--- src/ppc_pkg.sv ---
//==========================================================
// Purpose: Shared constants and types for the port pin configuration block
// Assumes: 32-bit AXI4-Lite register bus, one aligned word per register
// Notes:   Register indices are word indices; byte address is index times four
//==========================================================
package ppc_pkg;

  //==========================================================
  // Geometry
  //==========================================================
  localparam int NPIN = 6;
  localparam int REG_W = 8;
  localparam int ADDR_W = 18;
  localparam int PIN_RCM = 5;
  localparam int PIN_PWM = 4;

  //==========================================================
  // Register indices and byte addresses
  //==========================================================
  localparam logic [15:0] IDX_DATA = 16'hf218;
  localparam logic [15:0] IDX_DIR = 16'hf219;
  localparam logic [15:0] IDX_CON0 = 16'hf21a;
  localparam logic [15:0] IDX_CON1 = 16'hf21b;
  localparam logic [15:0] IDX_MOD0 = 16'hf21c;
  localparam logic [15:0] IDX_MOD1 = 16'hf21d;
  localparam logic [ADDR_W-1:0] ADDR_DATA = {IDX_DATA, 2'h0};
  localparam logic [ADDR_W-1:0] ADDR_DIR = {IDX_DIR, 2'h0};
  localparam logic [ADDR_W-1:0] ADDR_CON0 = {IDX_CON0, 2'h0};
  localparam logic [ADDR_W-1:0] ADDR_CON1 = {IDX_CON1, 2'h0};
  localparam logic [ADDR_W-1:0] ADDR_MOD0 = {IDX_MOD0, 2'h0};
  localparam logic [ADDR_W-1:0] ADDR_MOD1 = {IDX_MOD1, 2'h0};
  localparam logic [REG_W-1:0] REG_RESET = 8'h00;

  //==========================================================
  // Field codes
  //==========================================================
  localparam logic DIR_OUT = 1'b0;
  localparam logic [1:0] CFG_HIZ = 2'h0;
  localparam logic [1:0] CFG_PCH = 2'h1;
  localparam logic [1:0] CFG_NCH = 2'h2;
  localparam logic [1:0] CFG_CMOS = 2'h3;
  localparam logic [1:0] CFG_PULL_DN = 2'h1;
  localparam logic [1:0] CFG_PULL_UP = 2'h2;
  localparam logic [1:0] FSEL_GPIO = 2'h0;
  localparam logic [1:0] FSEL_SECOND = 2'h1;
  localparam logic [1:0] FSEL_THIRD = 2'h2;
  localparam logic [1:0] RESP_OKAY = 2'h0;
  localparam logic [1:0] RESP_SLVERR = 2'h2;

  typedef enum logic [1:0] {
    FN_GPIO,
    FN_ANALOG,
    FN_DIGALT,
    FN_PROHIB
  } ppc_func_t;

  typedef enum logic [2:0] {
    RG_DATA,
    RG_DIR,
    RG_CON0,
    RG_CON1,
    RG_MOD0,
    RG_MOD1,
    RG_NONE
  } ppc_reg_t;

endpackage

--- src/ppc_pin_cell.sv ---
//==========================================================
// Purpose: Combinational pad control for one port pin
// Assumes: Caller registers every output before it reaches a pad
// Notes:   Open-drain modes drive only one level; the other is released
//==========================================================
`timescale 1ns/1ps
module ppc_pin_cell
  import ppc_pkg::*;
(
  input wire logic dir, // Direction bit, 0 output
  input wire logic [1:0] cfg, // Drive or pull code
  input wire ppc_pkg::ppc_func_t func, // Decoded function
  input wire logic data, // Data register bit
  input wire logic alt, // Alternate digital source
  output logic pad_out, // Level to drive
  output logic pad_oe, // Drive enable
  output logic pull_up, // Pull-up enable
  output logic pull_dn, // Pull-down enable
  output logic analog // Converter connection enable
);
  logic dval;

  always_comb begin
    unique case (func)
      FN_DIGALT: dval = alt;
      FN_PROHIB: dval = 1'b0;
      default: dval = data;
    endcase
    pad_out = 1'b0;
    pad_oe = 1'b0;
    pull_up = 1'b0;
    pull_dn = 1'b0;
    analog = (func == FN_ANALOG);
    if (dir == DIR_OUT) begin
      // Converter owns the pin while connected
      if (func != FN_ANALOG) begin
        unique case (cfg)
          CFG_HIZ: pad_oe = 1'b0;
          CFG_PCH: begin
            pad_out = 1'b1;
            pad_oe = dval;
          end
          CFG_NCH: begin
            pad_out = 1'b0;
            pad_oe = ~dval;
          end
          CFG_CMOS: begin
            pad_out = dval;
            pad_oe = 1'b1;
          end
        endcase
      end
    end else begin
      pull_dn = (cfg == CFG_PULL_DN);
      pull_up = (cfg == CFG_PULL_UP);
    end
  end

endmodule

--- src/ppc_port_top.sv ---
//==========================================================
// Purpose: Port pin configuration block with AXI4-Lite register access
// Assumes: Pad inputs synchronous to SYS_CLK; one write and one read in flight
// Notes:   Pad controls lag a register write by one cycle
//          Unmapped addresses get an error response and change nothing
//==========================================================
// Operation
// - Drive/pull code meaning depends on the pin's direction bit.
// - Code high bit from second control register, low bit from first.
// - Output: 00 hi-Z, 01 P open drain, 10 N open drain, 11 CMOS.
// - Input: 00 and 11 hi-Z, 01 pull-down, 10 pull-up.
// - After reset every pin is a hi-Z output.
// - Control registers: first takes 8/16-bit access, second byte only; reset 00.
// - Mode registers: first takes 8/16-bit access, second byte only; reset 00.
// - Two-bit function code per pin, high from second mode register.
// - Pin 5: 00 GPIO, 01 oscillation monitor, 1x prohibited.
// - Pin 4: 00 GPIO, 01 sensor connection, 10 pulse output, 11 prohibited.
// - Direction 0 is output, 1 input; output after reset.
// - Output pins drive the data bit; input pins read back the pad level.
// - Prohibited code on output ignores data: hi-Z or P gives hi-Z, else low.
`timescale 1ns/1ps
module ppc_port_top
  import ppc_pkg::*;
#(
  parameter int NPIN_P = ppc_pkg::NPIN, // Number of port pins
  parameter int ADDR_W_P = ppc_pkg::ADDR_W // Byte address width
)
(
  input wire logic SYS_CLK, // System clock
  input wire logic RESET_N, // Asynchronous reset, active low
  input wire logic [ADDR_W_P-1:0] S_AXI_AWADDR, // Write address
  input wire logic [2:0] S_AXI_AWPROT, // Write protection, unused
  input wire logic S_AXI_AWVALID, // Write address valid
  output logic S_AXI_AWREADY, // Write address ready
  input wire logic [31:0] S_AXI_WDATA, // Write data
  input wire logic [3:0] S_AXI_WSTRB, // Write byte strobes
  input wire logic S_AXI_WVALID, // Write data valid
  output logic S_AXI_WREADY, // Write data ready
  output logic [1:0] S_AXI_BRESP, // Write response
  output logic S_AXI_BVALID, // Write response valid
  input wire logic S_AXI_BREADY, // Write response ready
  input wire logic [ADDR_W_P-1:0] S_AXI_ARADDR, // Read address
  input wire logic [2:0] S_AXI_ARPROT, // Read protection, unused
  input wire logic S_AXI_ARVALID, // Read address valid
  output logic S_AXI_ARREADY, // Read address ready
  output logic [31:0] S_AXI_RDATA, // Read data
  output logic [1:0] S_AXI_RRESP, // Read response
  output logic S_AXI_RVALID, // Read data valid
  input wire logic S_AXI_RREADY, // Read data ready
  input wire logic [NPIN_P-1:0] PAD_IN, // Pad input levels
  output logic [NPIN_P-1:0] PAD_OUT, // Pad output levels
  output logic [NPIN_P-1:0] PAD_OE, // Pad drive enables
  output logic [NPIN_P-1:0] PAD_PULL_UP, // Pull-up enables
  output logic [NPIN_P-1:0] PAD_PULL_DN, // Pull-down enables
  output logic [NPIN_P-1:0] PAD_ANALOG, // Converter connection enables
  input wire logic RC_OSC_MONITOR, // Oscillation monitor from converter
  input wire logic PULSE_WIDTH_OUT_CH0 // Pulse-width channel 0 output
);
  import ppc_pkg::*;

  //==========================================================
  // State
  //==========================================================
  // One record so a single flop bank holds all state except the reset synchronizer flops
  typedef struct packed {
    // Software-visible registers
    logic [REG_W-1:0] port_data_reg;
    logic [REG_W-1:0] port_direction_reg;
    logic [REG_W-1:0] port_drive_cfg_low;
    logic [REG_W-1:0] port_drive_cfg_high;
    logic [REG_W-1:0] port_function_sel_low;
    logic [REG_W-1:0] port_function_sel_high;

    // Bus handshake
    logic aw_got;
    logic [ADDR_W_P-1:0] aw_addr;
    logic w_got;
    logic [31:0] w_data;
    logic [3:0] w_strb;
    logic awready;
    logic wready;
    logic bvalid;
    logic [1:0] bresp;
    logic arready;
    logic rvalid;
    logic [1:0] rresp;
    logic [31:0] rdata;

    // Registered pad controls
    logic [NPIN_P-1:0] pad_out;
    logic [NPIN_P-1:0] pad_oe;
    logic [NPIN_P-1:0] pull_up;
    logic [NPIN_P-1:0] pull_dn;
    logic [NPIN_P-1:0] analog;
  } ppc_state_t;

  ppc_state_t s;
  ppc_state_t next_s;
  logic rst_meta;
  logic rst_n_sync;

  //==========================================================
  // Decoders
  //==========================================================
  // Exact match only; partial or aliased addresses are refused
  function automatic ppc_reg_t reg_decode(input logic [ADDR_W_P-1:0] addr);
    ppc_reg_t r;
    unique case (addr)
      ADDR_DATA: r = RG_DATA;
      ADDR_DIR: r = RG_DIR;
      ADDR_CON0: r = RG_CON0;
      ADDR_CON1: r = RG_CON1;
      ADDR_MOD0: r = RG_MOD0;
      ADDR_MOD1: r = RG_MOD1;
      default: r = RG_NONE;
    endcase
    return r;
  endfunction

  // Only pins 4 and 5 carry digital alternates
  function automatic ppc_func_t pin_func(input int idx, input logic [1:0] code);
    ppc_func_t f;
    f = FN_PROHIB;
    if (code == FSEL_GPIO) begin
      f = FN_GPIO;
    end else if (code == FSEL_SECOND) begin
      f = (idx == PIN_RCM) ? FN_DIGALT : FN_ANALOG;
    end else if (code == FSEL_THIRD && idx == PIN_PWM) begin
      f = FN_DIGALT;
    end
    return f;
  endfunction

  //==========================================================
  // Reset release
  //==========================================================
  // Assertion stays asynchronous; release is aligned to the clock
  // so no flop leaves reset a cycle before its neighbours
  always_ff @(posedge SYS_CLK or negedge RESET_N) begin
    if (!RESET_N) begin
      rst_meta <= 1'b0;
      rst_n_sync <= 1'b0;
    end else begin
      rst_meta <= 1'b1;
      rst_n_sync <= rst_meta;
    end
  end

  //==========================================================
  // Pin cells
  //==========================================================
  // Raw cell results; the next-state record registers them
  logic [NPIN_P-1:0] cell_out;
  logic [NPIN_P-1:0] cell_oe;
  logic [NPIN_P-1:0] cell_pu;
  logic [NPIN_P-1:0] cell_pd;
  logic [NPIN_P-1:0] cell_an;
  logic [NPIN_P-1:0] alt_src;
  logic [NPIN_P-1:0] data_view;

  genvar gi;
  generate
    for (gi = 0; gi < NPIN_P; gi++) begin : g_pin
      // Digital alternates exist on pins 4 and 5 only
      if (gi == PIN_RCM) begin : g_rcm
        assign alt_src[gi] = RC_OSC_MONITOR;
      end else if (gi == PIN_PWM) begin : g_pwm
        assign alt_src[gi] = PULSE_WIDTH_OUT_CH0;
      end else begin : g_none
        assign alt_src[gi] = 1'b0;
      end

      // Input pins read the pad, output pins read the stored bit
      assign data_view[gi] = (s.port_direction_reg[gi] == DIR_OUT) ?
        s.port_data_reg[gi] : PAD_IN[gi];

      // Pure logic per pin; nothing reaches a pad unregistered
      ppc_pin_cell u_cell (
        .dir(s.port_direction_reg[gi]),
        .cfg({s.port_drive_cfg_high[gi], s.port_drive_cfg_low[gi]}),
        .func(pin_func(gi, {s.port_function_sel_high[gi], s.port_function_sel_low[gi]})),
        .data(s.port_data_reg[gi]),
        .alt(alt_src[gi]),
        .pad_out(cell_out[gi]),
        .pad_oe(cell_oe[gi]),
        .pull_up(cell_pu[gi]),
        .pull_dn(cell_pd[gi]),
        .analog(cell_an[gi])
      );
    end
  endgenerate

  //==========================================================
  // Next state
  //==========================================================
  always_comb begin
    ppc_reg_t wsel;
    ppc_reg_t rsel;
    logic [7:0] lo;
    logic [7:0] hi;
    // Write decode uses the held address, read decode the live one
    wsel = reg_decode(s.aw_addr);
    rsel = reg_decode(S_AXI_ARADDR);
    // Defaults only; the commit branch reloads the lanes from held data
    lo = S_AXI_WDATA[7:0];
    hi = S_AXI_WDATA[15:8];
    // Hold everything unless a branch below says otherwise
    next_s = s;

    // Write address and data are taken in either order
    if (S_AXI_AWVALID && s.awready) begin
      next_s.aw_got = 1'b1;
      next_s.aw_addr = S_AXI_AWADDR;
    end
    if (S_AXI_WVALID && s.wready) begin
      next_s.w_got = 1'b1;
      next_s.w_data = S_AXI_WDATA;
      next_s.w_strb = S_AXI_WSTRB;
    end
    // Response leaves on its handshake edge
    if (s.bvalid && S_AXI_BREADY) begin
      next_s.bvalid = 1'b0;
    end

    // Commit once both halves are held; a pending response blocks another
    if (s.aw_got && s.w_got && !s.bvalid) begin
      lo = s.w_data[7:0];
      hi = s.w_data[15:8];
      next_s.aw_got = 1'b0;
      next_s.w_got = 1'b0;
      next_s.bvalid = 1'b1;
      next_s.bresp = RESP_OKAY;
      unique case (wsel)
        RG_DATA: begin
          if (s.w_strb[0]) next_s.port_data_reg = lo;
        end
        RG_DIR: begin
          if (s.w_strb[0]) next_s.port_direction_reg = lo;
        end
        RG_CON0: begin
          if (s.w_strb[0]) next_s.port_drive_cfg_low = lo;
          if (s.w_strb[1]) next_s.port_drive_cfg_high = hi;
        end
        RG_CON1: begin
          if (s.w_strb[0]) next_s.port_drive_cfg_high = lo;
        end
        RG_MOD0: begin
          if (s.w_strb[0]) next_s.port_function_sel_low = lo;
          if (s.w_strb[1]) next_s.port_function_sel_high = hi;
        end
        RG_MOD1: begin
          if (s.w_strb[0]) next_s.port_function_sel_high = lo;
        end
        // Unmapped: no register changes, error answer
        RG_NONE: begin
          next_s.bresp = RESP_SLVERR;
        end
      endcase
    end

    // Read path runs beside the write path and shares no handshake state with it
    if (s.rvalid && S_AXI_RREADY) begin
      next_s.rvalid = 1'b0;
    end
    // Read data is captured at the take edge, then held for the master
    if (S_AXI_ARVALID && s.arready) begin
      next_s.rvalid = 1'b1;
      next_s.rresp = RESP_OKAY;
      // Unused lanes read as zero
      next_s.rdata = 32'h0000_0000;
      unique case (rsel)
        RG_DATA: begin
          next_s.rdata[7:0] = {s.port_data_reg[7:NPIN_P], data_view};
        end
        RG_DIR: begin
          next_s.rdata[7:0] = s.port_direction_reg;
        end
        RG_CON0: begin
          next_s.rdata[15:0] = {s.port_drive_cfg_high, s.port_drive_cfg_low};
        end
        RG_CON1: begin
          next_s.rdata[7:0] = s.port_drive_cfg_high;
        end
        RG_MOD0: begin
          next_s.rdata[15:0] = {s.port_function_sel_high, s.port_function_sel_low};
        end
        RG_MOD1: begin
          next_s.rdata[7:0] = s.port_function_sel_high;
        end
        RG_NONE: begin
          next_s.rresp = RESP_SLVERR;
        end
      endcase
    end

    // Ready flags are registered so every bus output comes from a flop
    next_s.awready = !next_s.aw_got && !next_s.bvalid;
    next_s.wready = !next_s.w_got && !next_s.bvalid;
    next_s.arready = !next_s.rvalid;

    // Upper register bits never reach the cells
    next_s.pad_out = cell_out;
    next_s.pad_oe = cell_oe;
    next_s.pull_up = cell_pu;
    next_s.pull_dn = cell_pd;
    next_s.analog = cell_an;
  end

  //==========================================================
  // State register
  //==========================================================
  // Every field clears: pads come up hi-Z and the bus idles
  always_ff @(posedge SYS_CLK or negedge rst_n_sync) begin
    if (!rst_n_sync) begin
      s <= '0;
      // Register fields named again so their reset values stay visible
      s.port_data_reg <= REG_RESET;
      s.port_direction_reg <= REG_RESET;
      s.port_drive_cfg_low <= REG_RESET;
      s.port_drive_cfg_high <= REG_RESET;
      s.port_function_sel_low <= REG_RESET;
      s.port_function_sel_high <= REG_RESET;
    end else begin
      s <= next_s;
    end
  end

  //==========================================================
  // Outputs
  //==========================================================
  // Plain wires from the record; no logic after the flops
  assign S_AXI_AWREADY = s.awready;
  assign S_AXI_WREADY = s.wready;
  assign S_AXI_BVALID = s.bvalid;
  assign S_AXI_BRESP = s.bresp;
  assign S_AXI_ARREADY = s.arready;
  assign S_AXI_RVALID = s.rvalid;
  assign S_AXI_RRESP = s.rresp;
  assign S_AXI_RDATA = s.rdata;
  assign PAD_OUT = s.pad_out;
  assign PAD_OE = s.pad_oe;
  assign PAD_PULL_UP = s.pull_up;
  assign PAD_PULL_DN = s.pull_dn;
  assign PAD_ANALOG = s.analog;

endmodule

--- config.mk ---
export PLATFORM = sky130hd
export DESIGN_NAME = ppc_port_top
export DESIGN_NICKNAME = d
export VERILOG_FILES = /design/src/ppc_pkg.sv /design/src/ppc_pin_cell.sv /design/src/ppc_port_top.sv
export SDC_FILE = /design/constraint.sdc
export NUM_CORES = 1
export LEC_CHECK = 0
export BUFFER_PORTS_ARGS = -buffer_cell sky130_fd_sc_hd__buf_2
export CORE_ASPECT_RATIO = 1.2
export CORE_MARGIN = 1
export CORE_UTILIZATION = 30
export CTS_BUF_LIST = sky130_fd_sc_hd__clkbuf_8 sky130_fd_sc_hd__clkbuf_16
export DETAILED_ROUTE_END_ITERATION = 6
export HOLD_SLACK_MARGIN = 0.05
export PLACE_DENSITY = 0.55
export SYNTH_ARGS = -nofsm -noshare
export SYNTH_HDL_FRONTEND = slang
export SYNTH_SLANG_ARGS = --single-unit
--- constraint.sdc ---
create_clock -name SYS_CLK -period 5.6 [get_ports SYS_CLK]
set_clock_uncertainty 0.2 [all_clocks]
set_input_delay 1.68 -clock SYS_CLK [delete_from_list [all_inputs] [get_ports SYS_CLK]]
set_output_delay 1.68 -clock SYS_CLK [all_outputs]
set_load 0.005 [all_outputs]
Word level (Yosys, flattened, before mapping)
Index checks and enable logic that the tools add are counted.

word-level totals
  register bits after elaboration = 161
  input port bits = 93
  output and inout bits = 71

cells by class
  eq/ne operators = 77
  mux-type cells = 91
  bitwise operators = 6
  reductions and logical operators = 40

operator list
  cell                                            number
  == test 18 bit (second input constant)          12
  2-to-1 mux 1 bit                                52
  == test 2 bit (second input constant)           25
  one-hot mux 8 bit (2 select lines)              3
  one-hot mux 8 bit (6 select lines)              1
  2-to-1 mux 37 bit                               1
  == test 2 x 1 -> 1 bit (second input constant)  18
  one-hot mux 3 bit (6 select lines)              2
  2-to-1 mux 35 bit                               1
  2-to-1 mux 2 bit                                13
  zero test 2 bit                                 12
  one-hot mux 1 bit (4 select lines)              6
  2-to-1 mux 19 bit                               1
  == test 3 bit (second input constant)           6
  2-to-1 mux 8 bit                                2
  one-hot mux 1 bit (2 select lines)              8
  == test 3 x 2 -> 1 bit (second input constant)  4
  != test 2 x 1 -> 1 bit (second input constant)  6
  AND reduction 3 bit                             4
  logical AND 1 bit                               9
  != test 2 bit (second input constant)           4
  AND reduction 4 bit                             2
  OR reduction 2 bit                              4
  == test 3 x 1 -> 1 bit (second input constant)  2
  5 further kinds                                 16

Depth between registers and ports, before layout
Gate-level depths: netlist of the first run.

  depth in word-level cells = 10
  depth in mapped cells = 14
  gate-level depth less buffers = 12

Cells and area by module
From an unflattened synthesis of the first run, not the netlist that was laid out.

second synthesis, totals
  cell total of the unflattened synthesis = 559
  area total of the unflattened synthesis = 6831.6 µm²

modules (own cells, without submodules)
  module        times used  cells each  area each (µm²)
  ppc_port_top  1           493         6381.1
  ppc_pin_cell  6           11          75.1

Worst setup path before layout of the first run
No wires, ideal clock.

  path type = input to register
  start = input S_AXI_ARADDR[1]
  end = register s, in the netlist S_AXI_RDATA[7]
  setup time = 0.086 ns
  data arrival time = 4.203 ns
  required time = 5.314 ns
  path slack = 1.111 ns
  stages = 13
  buffers on the path = 1
  cells stage by stage = or4b_4 > nor4_4 > nand2b_1 > buf_2 > inv_1 > nand2_1 > ha_1 > nor3b_2 > nand2_1 > o21ai_0 > a311o_1 > a222oi_1 > nor3_1

on the way
  word-level cells in the longest chain between the ends = 4
  elaborated cells between the ends (all ways) = 14
  those cells by class = 11 x eq/ne; 2 x mux; 1 x reduce/logical

ends and longest elaborated chain
  what                                         RTL line             text
  start: declaration                           ppc_port_top.sv:42   input wire logic [ADDR_W_P-1:0] S_AXI_ARADDR,
  == test 18 bit                               ppc_port_top.sv:108  unique case (addr)
  one-hot mux 3 bit (6 select lines) (*)       ppc_port_top.sv:108
  == test 3 bit, or another cell as far along  ppc_port_top.sv:271  unique case (rsel)
  one-hot mux 8 bit (6 select lines) (*)       ppc_port_top.sv:271
  end signal: assignment                       ppc_port_top.sv:324  s <= next_s;
  end: declaration                             ppc_port_top.sv:97   ppc_state_t s;

Every way passes the cells marked *; elsewhere a longest branch is shown, timed or not.
A chain may end at the register's enable or synchronous reset.

Worst setup path in the final report of the first run
  start = input S_AXI_ARADDR[1]
  end = register s, in the netlist S_AXI_RDATA[5]

Same word-level chain as after synthesis.

==> metrics.yaml, run 1 <==
status:
  outcome: "finished, final reports clean"
placement:
  postPlaceCellArea_um2: 7090
  io_buffers: 121
  dpl_worst_slack_ns: 0.718
  hpwl_um: 10800
  dp.cells: 909
  routabilityCongestion: 0.792
detailed_routing:
  drt_iter0_drc: 231
  drc: 0
  drt_wl_total_um: 15000
  vias: 4385
  wl_per_cell_um: 15.8
  first_pass_iters: 4
  postRouteAntennaNets: 0
  via_per_inst: 4.64
sta:
  worstMarginPinSlew_ns: 1.08
  rsz0062_at_grt: "no"
  finalHoldViolations: 0
  maxSlewHeadroom_pct: 27.5
  fin_setup_tns_ns: 0
  max_freq_mhz: 225
  finalCritPeriodShare_pct: 79.2
  fin_crit_ns: 4.44
  setup_slack_ns: 1.16
  slew_viol_final: 0
  setup_viol: 0
clock_network:
  cts_resized: 0
  cts_setup_buffers: 0
  cts_tree: "yes"
  clk_latency_ns: 0.43
  numCtsBuffers: 17
  htreeDepth: 4
  clk_pin_slew_ns: 0.07
  clock_sinks: 141
  cts_hold_buf: 0
  clock_path_buffers: 2
  cts-root-buf: "clkbuf_16"
die:
  die_x_um: 137
  row_count: 59
  core-area_um2: 21600
  start_util_pct: 30.5
  io-pin-count: 164
  dieArea_um2: 22600
  die_h_um: 164
critical_path:
  startpoint_type: "input pin"
  worstPathCellList: "buf_2, or4b_4, nor4_4, nand2b_1, inv_1, nand2_1, ha_1, nor2_1, and3_1, a21o_1, a211oi_1, nor3_2"
  worstSetupPathType: "input pin to flip-flop"
  r2r-start: "s[110]$_DFFE_PN0P_"
  r2r_end: "s[164]$_DFFE_PN0P_"
  crit_fanout: 14
  cp_slowest_stage_delay_ns: 0.55
  r2r_cells: 3
  r2r_slack_ns: 2.53
  endpoint_kind: "flip-flop"
  cp.arrival_ns: 4.59
  cp.required_ns: 5.75
  crit_slowest_cell: "or4b_4"
synthesis:
  synthCells: 575
  synthFlopType: "dfrtp_1"
  syn_area_um2: 6600
  ys_types: 55
  yosys_warnings: 0
  synth-edff-count: 0
  avgSynthCellArea_um2: 11.5
  synthTopCellsByArea: "dfrtp_1 (53%), mux2_2 (11%), buf_4 (7.6%), mux2i_1 (2.7%), nand2_1 (2.6%)"
  async_flop_share_pct: 100
  synth_top_area_share_pct: 53.5
  synth_most_common_cell: "dfrtp_1"
  yosysTopAreaCell: "dfrtp_1"
  yosysSeqAreaShare_pct: 53.5
  synthTopCellsByCount: "dfrtp_1 (141), buf_4 (67), mux2_2 (65)"
  ys_ff_latch: 141
pwr:
  power_density_nw_per_um2: 382
  p_leak_nw: 3.67
  vdd.ir_drop.worst_uv: 226
  power_mw: 2.94
global_routing:
  grt_pass1_wl_um: 23900
  grt_overflow_total: 0
  grt_max_degree: 76
  grt_use_total_pct: 14.3
  grt_pass1_vias: 4352
  antenna_found_initial: 5
run:
  max_cap_violations: 0
cells_and_area:
  multi_input_area_um2: 2510
  finalInstanceArea_um2: 7690
  fin_nets: 748
  finalNonFillerCells: 946
  area_growth_pct: 16.6
  seqCellArea_um2: 3530
  num-fill-cells: 2194
  drive_gt1_share_pct: 35.7
min_path:
  min_path_type: "flip-flop to async pin"
cells in the final DEF (no fill, tap or decap), types with 12 or more instances in the layout:
| cell | n |
|---|---|
| inv_1 | 13 |
| buf_2 | 121 |
| mux2i_1 | 18 |
| clkbuf_16 | 17 |
| a22oi_1 | 20 |
| nor2_1 | 21 |
| nand2_1 | 46 |
| mux2_2 | 65 |
| conb_1 | 20 |
| nor2b_1 | 12 |
| dfrtp_1 | 140 |
| o21ai_0 | 32 |
| nor3_1 | 12 |
how the worst max path moves through the flow:
stage,end,from,slack (ns)
2_1_floorplan,S_AXI_RDATA[7]$_DFFE_PN0P_,S_AXI_ARADDR[1],1.11
3_3_place_gp,S_AXI_RDATA[0]$_DFFE_PN0P_,S_AXI_ARADDR[1],0.78
3_5_place_dp,S_AXI_RDATA[5]$_DFFE_PN0P_,S_AXI_ARADDR[1],0.72
4_1_cts,S_AXI_RDATA[5]$_DFFE_PN0P_,S_AXI_ARADDR[1],1.16
5_1_grt,S_AXI_RDATA[0]$_DFFE_PN0P_,S_AXI_ARADDR[1],0.90
6_report,S_AXI_RDATA[5]$_DFFE_PN0P_,S_AXI_ARADDR[1],1.16
routing by layer:
layer  part of all wire, %  track usage, %  wire [µm]  up-vias
met3                   7.2            5.59       1080       24
met4                   1.6            5.14        238        2
met2                    46            21.9       6840      135
met1                    45            18.4       6790     2104
li1                      -               -          -     2120
met5                 0.053               0          8        -
kinds of logic (layout without fill, tap and decap cells):
kind of cell	Yosys count	count (layout)	share of synthesized area, %
mux	87	87	14.5
buf+inv	99	173	9.63
simple gates	142	142	12.0
fa+ha+maj	1	1	0.190
flops	141	141	53.5
other cells	2	25	0.114
compound gates	103	103	10.1
critical path: cells and delay by family:
family                     cells  cell delay [ns]
and+or+nand+nor                7             2.15
buffers and inverters          2             0.19
AOI/OAI and AO/OA              2             0.27
adders and majority gates      1             0.28
power by group:
group | switching (mW) | total [mW] | internal [mW] | leakage, nW
registers | 0.172 | 1.36 | 1.19 | 1.81
logic | 0.191 | 0.452 | 0.261 | 1.58
clock network | 0.465 | 1.13 | 0.663 | 0.278
total | 0.828 | 2.94 | 2.11 | 3.67
area by class of cell:
cell class | instances | share of cell area (%)
Tap cell | 274 | 4.46
Clock buffer | 17 | 5.53
Clock inverter | 15 | 2.13
Timing Repair Buffer | 129 | 8.65
Multi-Input combinational cell | 353 | 32.6
Sequential cell | 141 | 45.9
Antenna cell | 5 | 0.163
Inverter | 12 | 0.585
sequential cells by signal (all words and copies together) (netlist names), 6 cells and up:
signal / flops
PAD_PULL_DN: 6
PAD_OE: 6
PAD_ANALOG: 6
PAD_OUT: 6
s: 86
PAD_PULL_UP: 6
S_AXI_RDATA: 16
metrics by stage:
| stage | utilization [%] | hold WS, ns |
|---|---|---|
| after floorplan | - | 0.131 |
| after global placement | 32.8 | 0.0985 |
| after detailed placement | 32.8 | 0.105 |
| after CTS | 35.5 | 0.111 |
| after global routing | 35.5 | 0.140 |
| final | 35.6 | 0.0799 |
Power figures use the tool's default switching activity.
==> run 2, diff against run 1 <==
Clock period 5.6 ns to 4.5 ns, I/O delays scaled along.
==> run 2 against run 1 <==
Effect of this change:
- combinational power increased by 25%
- count of clock-buffer cells in the layout increased by 2
- global-route usage decreased by 0.11 points
- critical path type unchanged
- first-iteration DRC count decreased by 16%
- non-clock buffer count increased by 3
- critical endpoint is now S_AXI_RDATA[4]$_DFFE_PN0P_
- critical path depth unchanged
- cell count increased by 0.11%
- clock power increased by 13%
- power increased by 20%
- routed wire length decreased by 1.2%
==> metrics.yaml, run 2 (synthesized netlist as in run 1, its figures left out) <==
critical_path:
  path_buf_inv: 3  # +1
  r2r_slack_ns: 1.61  # -0.92 ns
  worstPathCellList: "buf_2, or4b_4, nor4_4, buf_4, nand2_1, ha_1, nor2_1, and3_1, buf_4, a21o_1, a211oi_1, nor3_2"
  crit_family: "simple AND/OR/NAND/NOR gates"
  crit_slowest_cell: "or4b_4"
  crit_fanout: 8  # -6
  path_common_cell: "buf_4"
  endpoint_kind: "flip-flop"
  r2r_end: "s[172]$_DFFE_PN0P_"
  cp_slowest_stage_delay_ns: 0.54  # about the same
  cp.arrival_ns: 3.91  # -0.68 ns
  cp.required_ns: 4.65  # -1.10 ns
  startpoint_type: "input pin"
  r2r_cells: 5  # +2
  worstSetupPathType: "input pin to flip-flop"
  r2r-start: "s[118]$_DFFE_PN0P_"
global_routing:
  grt_pass1_vias: 4337  # -0.34%
  grt_use_total_pct: 14.2  # -0.11 points
  grt_max_degree: 73  # -3.9%
  antenna_found_initial: 5  # unchanged
  grt_overflow_total: 0  # unchanged
  grt_pass1_wl_um: 23800  # -0.78%
clock_network:
  cts_tree: "yes"
  clock_sinks: 141  # unchanged
  numCtsBuffers: 17  # unchanged
  cts_resized: 0  # unchanged
  cts_setup_buffers: 0  # unchanged
  clk_latency_ns: 0.42  # about the same
  cts_hold_buf: 0  # unchanged
  clock_path_buffers: 2  # unchanged
  cts-root-buf: "clkbuf_16"
  htreeDepth: 4  # unchanged
  clk_pin_slew_ns: 0.06  # about the same
die:
  io-pin-count: 164  # unchanged
  row_count: 59  # unchanged
  core-area_um2: 21600  # unchanged
  dieArea_um2: 22600  # unchanged
  start_util_pct: 30.5  # unchanged
  die_x_um: 137  # unchanged
  die_h_um: 164  # unchanged
placement:
  routabilityCongestion: 0.778  # -1.8%
  dpl_worst_slack_ns: 0.294  # -0.424 ns
  io_buffers: 121  # unchanged
  hpwl_um: 10800  # -0.37%
  postPlaceCellArea_um2: 7130  # +0.49%
  dp.cells: 912  # +0.33%
pwr:
  p_leak_nw: 3.68  # +0.37%
  clockPowerShare_pct: 36.2  # -2.2 points
  power_frac_seq_pct: 47.9  # +1.7 points
  combPwrFrac_pct: 15.9  # +0.5 points
  power_density_nw_per_um2: 461  # +21%
  power_mw: 3.54  # +20%
  p_int_mw: 2.54  # +20%
  vdd.ir_drop.worst_uv: 276  # +22%
  p_sw_uw: 999  # +21%
  swShare_pct: 28.2  # +0.056 points
detailed_routing:
  first_pass_iters: 4  # unchanged
  drc: 0  # unchanged
  wl_per_cell_um: 15.6  # -1.3%
  via_per_inst: 4.60  # -0.72%
  vias: 4358  # -0.62%
  drt_wl_total_um: 14800  # -1.2%
  drt_iter0_drc: 193  # -16%
  postRouteAntennaNets: 0  # unchanged
status:
  outcome: "finished, final reports clean"
sta:
  fin_crit_ns: 3.76
  finalCritPeriodShare_pct: 83.7
  setup_slack_ns: 0.736  # -0.428 ns
  setup_viol: 0  # unchanged
  finalHoldViolations: 0  # unchanged
  worstMarginPinSlew_ns: 0.951  # -0.134 ns
  maxSlewHeadroom_pct: 36.6  # +9.1 points
  fin_setup_tns_ns: 0  # unchanged
  slew_viol_final: 0  # unchanged
  rsz0062_at_grt: "no"
  max_freq_mhz: 266
  whs_ns: 0.149  # +0.0694 ns
cells_and_area:
  area_growth_pct: 16.4
  num-fill-cells: 2162  # -1.5%
  regMostFlops: "s"
  fin_nets: 751  # +0.40%
  finalInstanceArea_um2: 7680  # -0.23%
  drive_gt1_share_pct: 36.1  # +0.44 points
  final_util_pct: 35.5  # -0.081 points
  finalNonFillerCells: 947  # +0.11%
  most-common-layout-cells: "dfrtp_1 (140), buf_2 (121), mux2_2 (65)"
  largest_reg_flops: 86  # unchanged
  layout_commonest_cell: "dfrtp_1"
min_path:
  min_path_type: "flip-flop to flip-flop"
  hp-start: "rst_meta$_DFF_PN0_"
  min_delay_worst_endpoint: "rst_n_sync$_DFF_PN0_"
  holdPathStages: 0
run:
  max_cap_violations: 0  # unchanged
-- run 2: cell count changes in the layout (fill, tap and decap cells not counted) --
cell,change
clkbuf_8,+2
buf_12,+1
inv_8,-2
clkinvlp_4,-3
inv_1,-1
bufinv_16,-2
diode_2,-2
buf_4,+2
clkinv_4,+1
clkinv_2,+5
-- run 2: layout make-up --
type	count	area [µm²]	share of cell area [%]
flip-flops and latches	141	3530	46.0
multi-input cells	353	2510	32.7
repair buffers	132	701	9.13
clock buffers	19	453	5.90
well taps	274	343	4.47
clock inverters	13	88.8	1.16
inverters	12	45.0	0.587
diodes	3	7.51	0.0978
-- run 2: worst max path at each step --
| stage | startpoint | end | slack [ns] | depth (start not counted) |
|---|---|---|---|---|
| finish | S_AXI_ARADDR[1] | S_AXI_RDATA[4]$_DFFE_PN0P_ | 0.74 | 12 |
| global route | S_AXI_ARADDR[1] | S_AXI_RDATA[5]$_DFFE_PN0P_ | 0.55 | 12 |
| CTS | S_AXI_ARADDR[1] | S_AXI_RDATA[5]$_DFFE_PN0P_ | 0.74 | 12 |
| detailed placement | S_AXI_ARADDR[1] | S_AXI_RDATA[5]$_DFFE_PN0P_ | 0.29 | 12 |
| global placement | S_AXI_ARADDR[1] | S_AXI_RDATA[5]$_DFFE_PN0P_ | 0.31 | 12 |
| floorplan | rst_n_sync$_DFF_PN0_ | PAD_ANALOG[0]$_DFF_PN0_ | 0.08 | 0 |
-- run 2: routing by layer --
| metal | track usage (%) | vias to the layer above | share of wire (%) |
|---|---|---|---|
| met3 | 5.80 | 26 | 7.6 |
| met5 | 0 | - | 0.18 |
| met4 | 5.34 | 4 | 1.7 |
| met1 | 18.0 | 2073 | 45 |
| li1 | - | 2121 | - |
| met2 | 21.6 | 134 | 46 |
-- run 2: worst reg2reg max path: stages, from the launching register on --
cell and delay (ns):
dfrtp_1 0.38, nor4b_1 0.47, nand4_1 0.23, nor3_1 0.39, nor3b_4 0.69, mux2_2 0.42
-- run 2: power by group through the flow --
stage | combinational [mW] | sequential, mW | clock [mW]
after floorplan | 0.476 | 1.64 | 0
after global placement | 0.559 | 1.72 | 0
after detailed placement | 0.573 | 1.72 | 0
after CTS | 0.573 | 1.70 | 1.32
after global routing | 0.626 | 1.74 | 1.37
final | 0.563 | 1.70 | 1.28
==> run 3, diff against run 2 <==
Settings changed: ABC_AREA set to 1.
Clock period 4.5 ns to 3.5 ns, I/O delays scaled along.
==> run 3 against run 2 <==
Effect of this change:
- hold slack lost 0.0020 ns
- via count increased by 27%
- non-clock buffer count did not move
- sequential cell count is the same
- count of clock-buffer cells in the layout is the same
- largest cell class unchanged
- critical endpoint unchanged
- critical path depth rose by 2
- sequential power is 21% higher
- register-to-register slack worse by 0.58 ns
- setup slack better by 0.016 ns
==> metrics.yaml, run 3 <==
status:
  outcome: "finished, final reports clean"
sta:
  worstMarginPinSlew_ns: 0.942  # -0.00887 ns
  max_freq_mhz: 364
  fin_setup_tns_ns: 0  # unchanged
  slew_viol_final: 0  # unchanged
  finalHoldViolations: 0  # unchanged
  maxSlewHeadroom_pct: 37.2  # +0.59 points
  rsz0062_at_grt: "no"
  setup_viol: 0  # unchanged
  fin_crit_ns: 2.75
  finalCritPeriodShare_pct: 78.5
die:
  die_x_um: 142  # +3.4%
  dieArea_um2: 24200  # +6.9%
  die_h_um: 170  # +3.4%
  core-area_um2: 23100  # +6.9%
  row_count: 61  # +3.4%
  io-pin-count: 164  # unchanged
  start_util_pct: 30.5  # about the same
global_routing:
  grt_max_degree: 73  # unchanged
  antenna_found_initial: 2  # -3
  grt_use_total_pct: 14.7  # +0.50 points
  grt_pass1_wl_um: 27200  # +15%
  grt_pass1_vias: 5227  # +21%
  grt_overflow_total: 0  # unchanged
detailed_routing:
  vias: 5533  # +27%
  first_pass_iters: 5  # +1
  via_per_inst: 4.31  # -6.3%
  drt_iter0_drc: 250  # +30%
  met3_length_um: 1120  # -0.80%
  wl_met2_um: 7830  # +16%
  dr.max_layer_used: "met5"
  postRouteAntennaNets: 0  # unchanged
  drc: 0  # unchanged
  wl_per_cell_um: 13.0  # -17%
  drt_wl_total_um: 16700  # +13%
  wl_met1_um: 7460  # +13%
synthesis:
  ys_types: 42  # -24%
  yosysSeqAreaShare_pct: 50.0  # -3.5 points
  ys_ff_latch: 141  # unchanged
  synth-edff-count: 0  # unchanged
  avgSynthCellArea_um2: 8.12  # -29%
  yosys_warnings: 0  # unchanged
  synth_most_common_cell: "nand2_1"
  yosysTopAreaCell: "dfrtp_1"
  synthTopCellsByArea: "dfrtp_1 (50%), nand2_1 (13%), buf_4 (7.1%), o21ai_0 (5.4%), inv_1 (5.2%)"
  synthCells: 869  # +51%
  synth_top_area_share_pct: 50.0  # -3.5 points
  syn_area_um2: 7060  # +7.0%
  synthTopCellsByCount: "nand2_1 (242), dfrtp_1 (141), inv_1 (97)"
  async_flop_share_pct: 100  # unchanged
  synthFlopType: "dfrtp_1"
clock_network:
  htreeDepth: 4  # unchanged
  cts_resized: 0  # unchanged
  clock_sinks: 141  # unchanged
  clock_path_buffers: 2  # unchanged
  numCtsBuffers: 17  # unchanged
  cts_setup_buffers: 0  # unchanged
  clk_pin_slew_ns: 0.06  # about the same
  cts_hold_buf: 0  # unchanged
  clk_latency_ns: 0.42  # about the same
  cts_tree: "yes"
  cts-root-buf: "clkbuf_16"
placement:
  dp.cells: 1250  # +37%
  hpwl_um: 12200  # +13%
  routabilityCongestion: 0.823  # +5.8%
  io_buffers: 121  # unchanged
  postPlaceCellArea_um2: 7630  # +7.1%
pwr:
  power_frac_seq_pct: 45.6  # -2.3 points
  power_density_nw_per_um2: 550  # +19%
  p_int_mw: 3.11  # +22%
  swShare_pct: 30.9  # +2.7 points
  combPwrFrac_pct: 17.5  # +1.6 points
  vdd.ir_drop.worst_uv: 362  # +31%
  p_leak_nw: 4.13  # +12%
  p_sw_mw: 1.39  # +39%
  clockPowerShare_pct: 36.9  # +0.7 points
run:
  max_cap_violations: 0  # unchanged
cells_and_area:
  largest_reg_flops: 86  # unchanged
  drive_gt1_share_pct: 20.7  # -15 points
  area_growth_pct: 15.9
  multi_input_area_um2: 2620  # +4.5%
  num-fill-cells: 2464  # +14%
  fin_nets: 1048  # +40%
  layout_commonest_cell: "nand2_1"
  seqCellArea_um2: 3530  # unchanged
  finalNonFillerCells: 1283  # +35%
  most-common-layout-cells: "nand2_1 (242), dfrtp_1 (140), buf_2 (121)"
  finalInstanceArea_um2: 8180  # +6.6%
  regMostFlops: "s"
critical_path:
  cp.arrival_ns: 2.91  # -1.00 ns
  endpoint_kind: "flip-flop"
  cp.required_ns: 3.67  # -0.98 ns
  startpoint_type: "input pin"
  worstSetupPathType: "input pin to flip-flop"
  crit_fanout: 11  # +3
min_path:
  min_path_type: "flip-flop to flip-flop"
-- run 3: cell types whose count changed after synthesis, sizes merged, moves of 34 or more --
cell	before	now
nor2	22	95
nand3	3	37
o21ai	40	95
inv	12	101
mux2	69	0
nand2	46	246
-- run 3: final timing paths --
check / start / to / slack (ns) / depth (start not counted)
setup / recovery: S_AXI_ARADDR[17] / S_AXI_RDATA[4]$_DFFE_PN0P_ / 0.75 / 14
hold / removal: rst_meta$_DFF_PN0_ / rst_n_sync$_DFF_PN0_ / 0.15 / 0
setup reg to reg: s[121]$_DFFE_PN0P_ / s[163]$_DFFE_PN0P_ / 1.03 / 7
hold reg to reg: rst_meta$_DFF_PN0_ / rst_n_sync$_DFF_PN0_ / 0.15 / 0
max in group asynchronous: rst_n_sync$_DFF_PN0_ / PAD_PULL_DN[5]$_DFF_PN0_ / 2.01 / 1
min in group asynchronous: RESET_N / rst_meta$_DFF_PN0_ / 0.20 / 1
-- run 3: layout make-up --
cell class,instances,area share [%]
Timing Repair Buffer,132,8.56
Sequential cell,141,43.2
Antenna cell,1,0.0306
Clock buffer,19,5.54
Tap cell,315,4.82
Inverter,103,4.72
Clock inverter,13,1.13
Multi-Input combinational cell,559,32.0
-- run 3: logic make-up after synthesis --
logic type | after synthesis | synth area share (%)
and+or+nand+nor | 404 | 25.3
buffers and inverters | 187 | 13.8
DFF | 141 | 50.0
AOI/OAI and AO/OA | 132 | 10.4
muxes | 2 | 0.284
other | 2 | 0.106
adders and majority gates | 1 | 0.177
-- run 3: power by group through the flow --
| stage | Sequential [mW] | Clock (mW) | Combinational, mW |
|---|---|---|---|
| floorplan | 2.05 | 0 | 0.583 |
| global route | 2.09 | 1.76 | 0.936 |
| CTS | 2.05 | 1.69 | 0.804 |
| detailed placement | 2.08 | 0 | 0.797 |
| finish | 2.05 | 1.66 | 0.786 |
| global placement | 2.08 | 0 | 0.787 |
-- run 3: critical path: stages --
cell and delay [ns]:
buf_2 0.09, nand2_1 0.12, inv_1 0.12, nand2_1 0.05
nor2_1 0.17, nand3_2 0.10, ha_1 0.21, nand3_2 0.21
nand4_1 0.32, nor2_1 0.18, nor2_1 0.05, nand3_1 0.11
nand2_1 0.06, nand2_1 0.06
-- run 3: per-layer routing --
metal  vias up  global-route usage (%)
met3        22                    3.91
li1       2830                       -
met4         2                    5.89
met5         -                       0
met1      2530                    18.5
met2       149                    23.9
-- run 3: metrics by stage --
step | utilization [%] | hold WS, ns | worst slack (ns) | total power [mW]
after global placement | 33.0 | 0.132 | 0.327 | 2.86
after detailed placement | 33.0 | 0.135 | 0.305 | 2.88
after global routing | 35.4 | 0.157 | 0.550 | 4.79
after floorplan | - | 0.131 | 0.623 | 2.63
final | 35.4 | 0.147 | 0.752 | 4.50
after CTS | 35.4 | 0.149 | 0.752 | 4.55
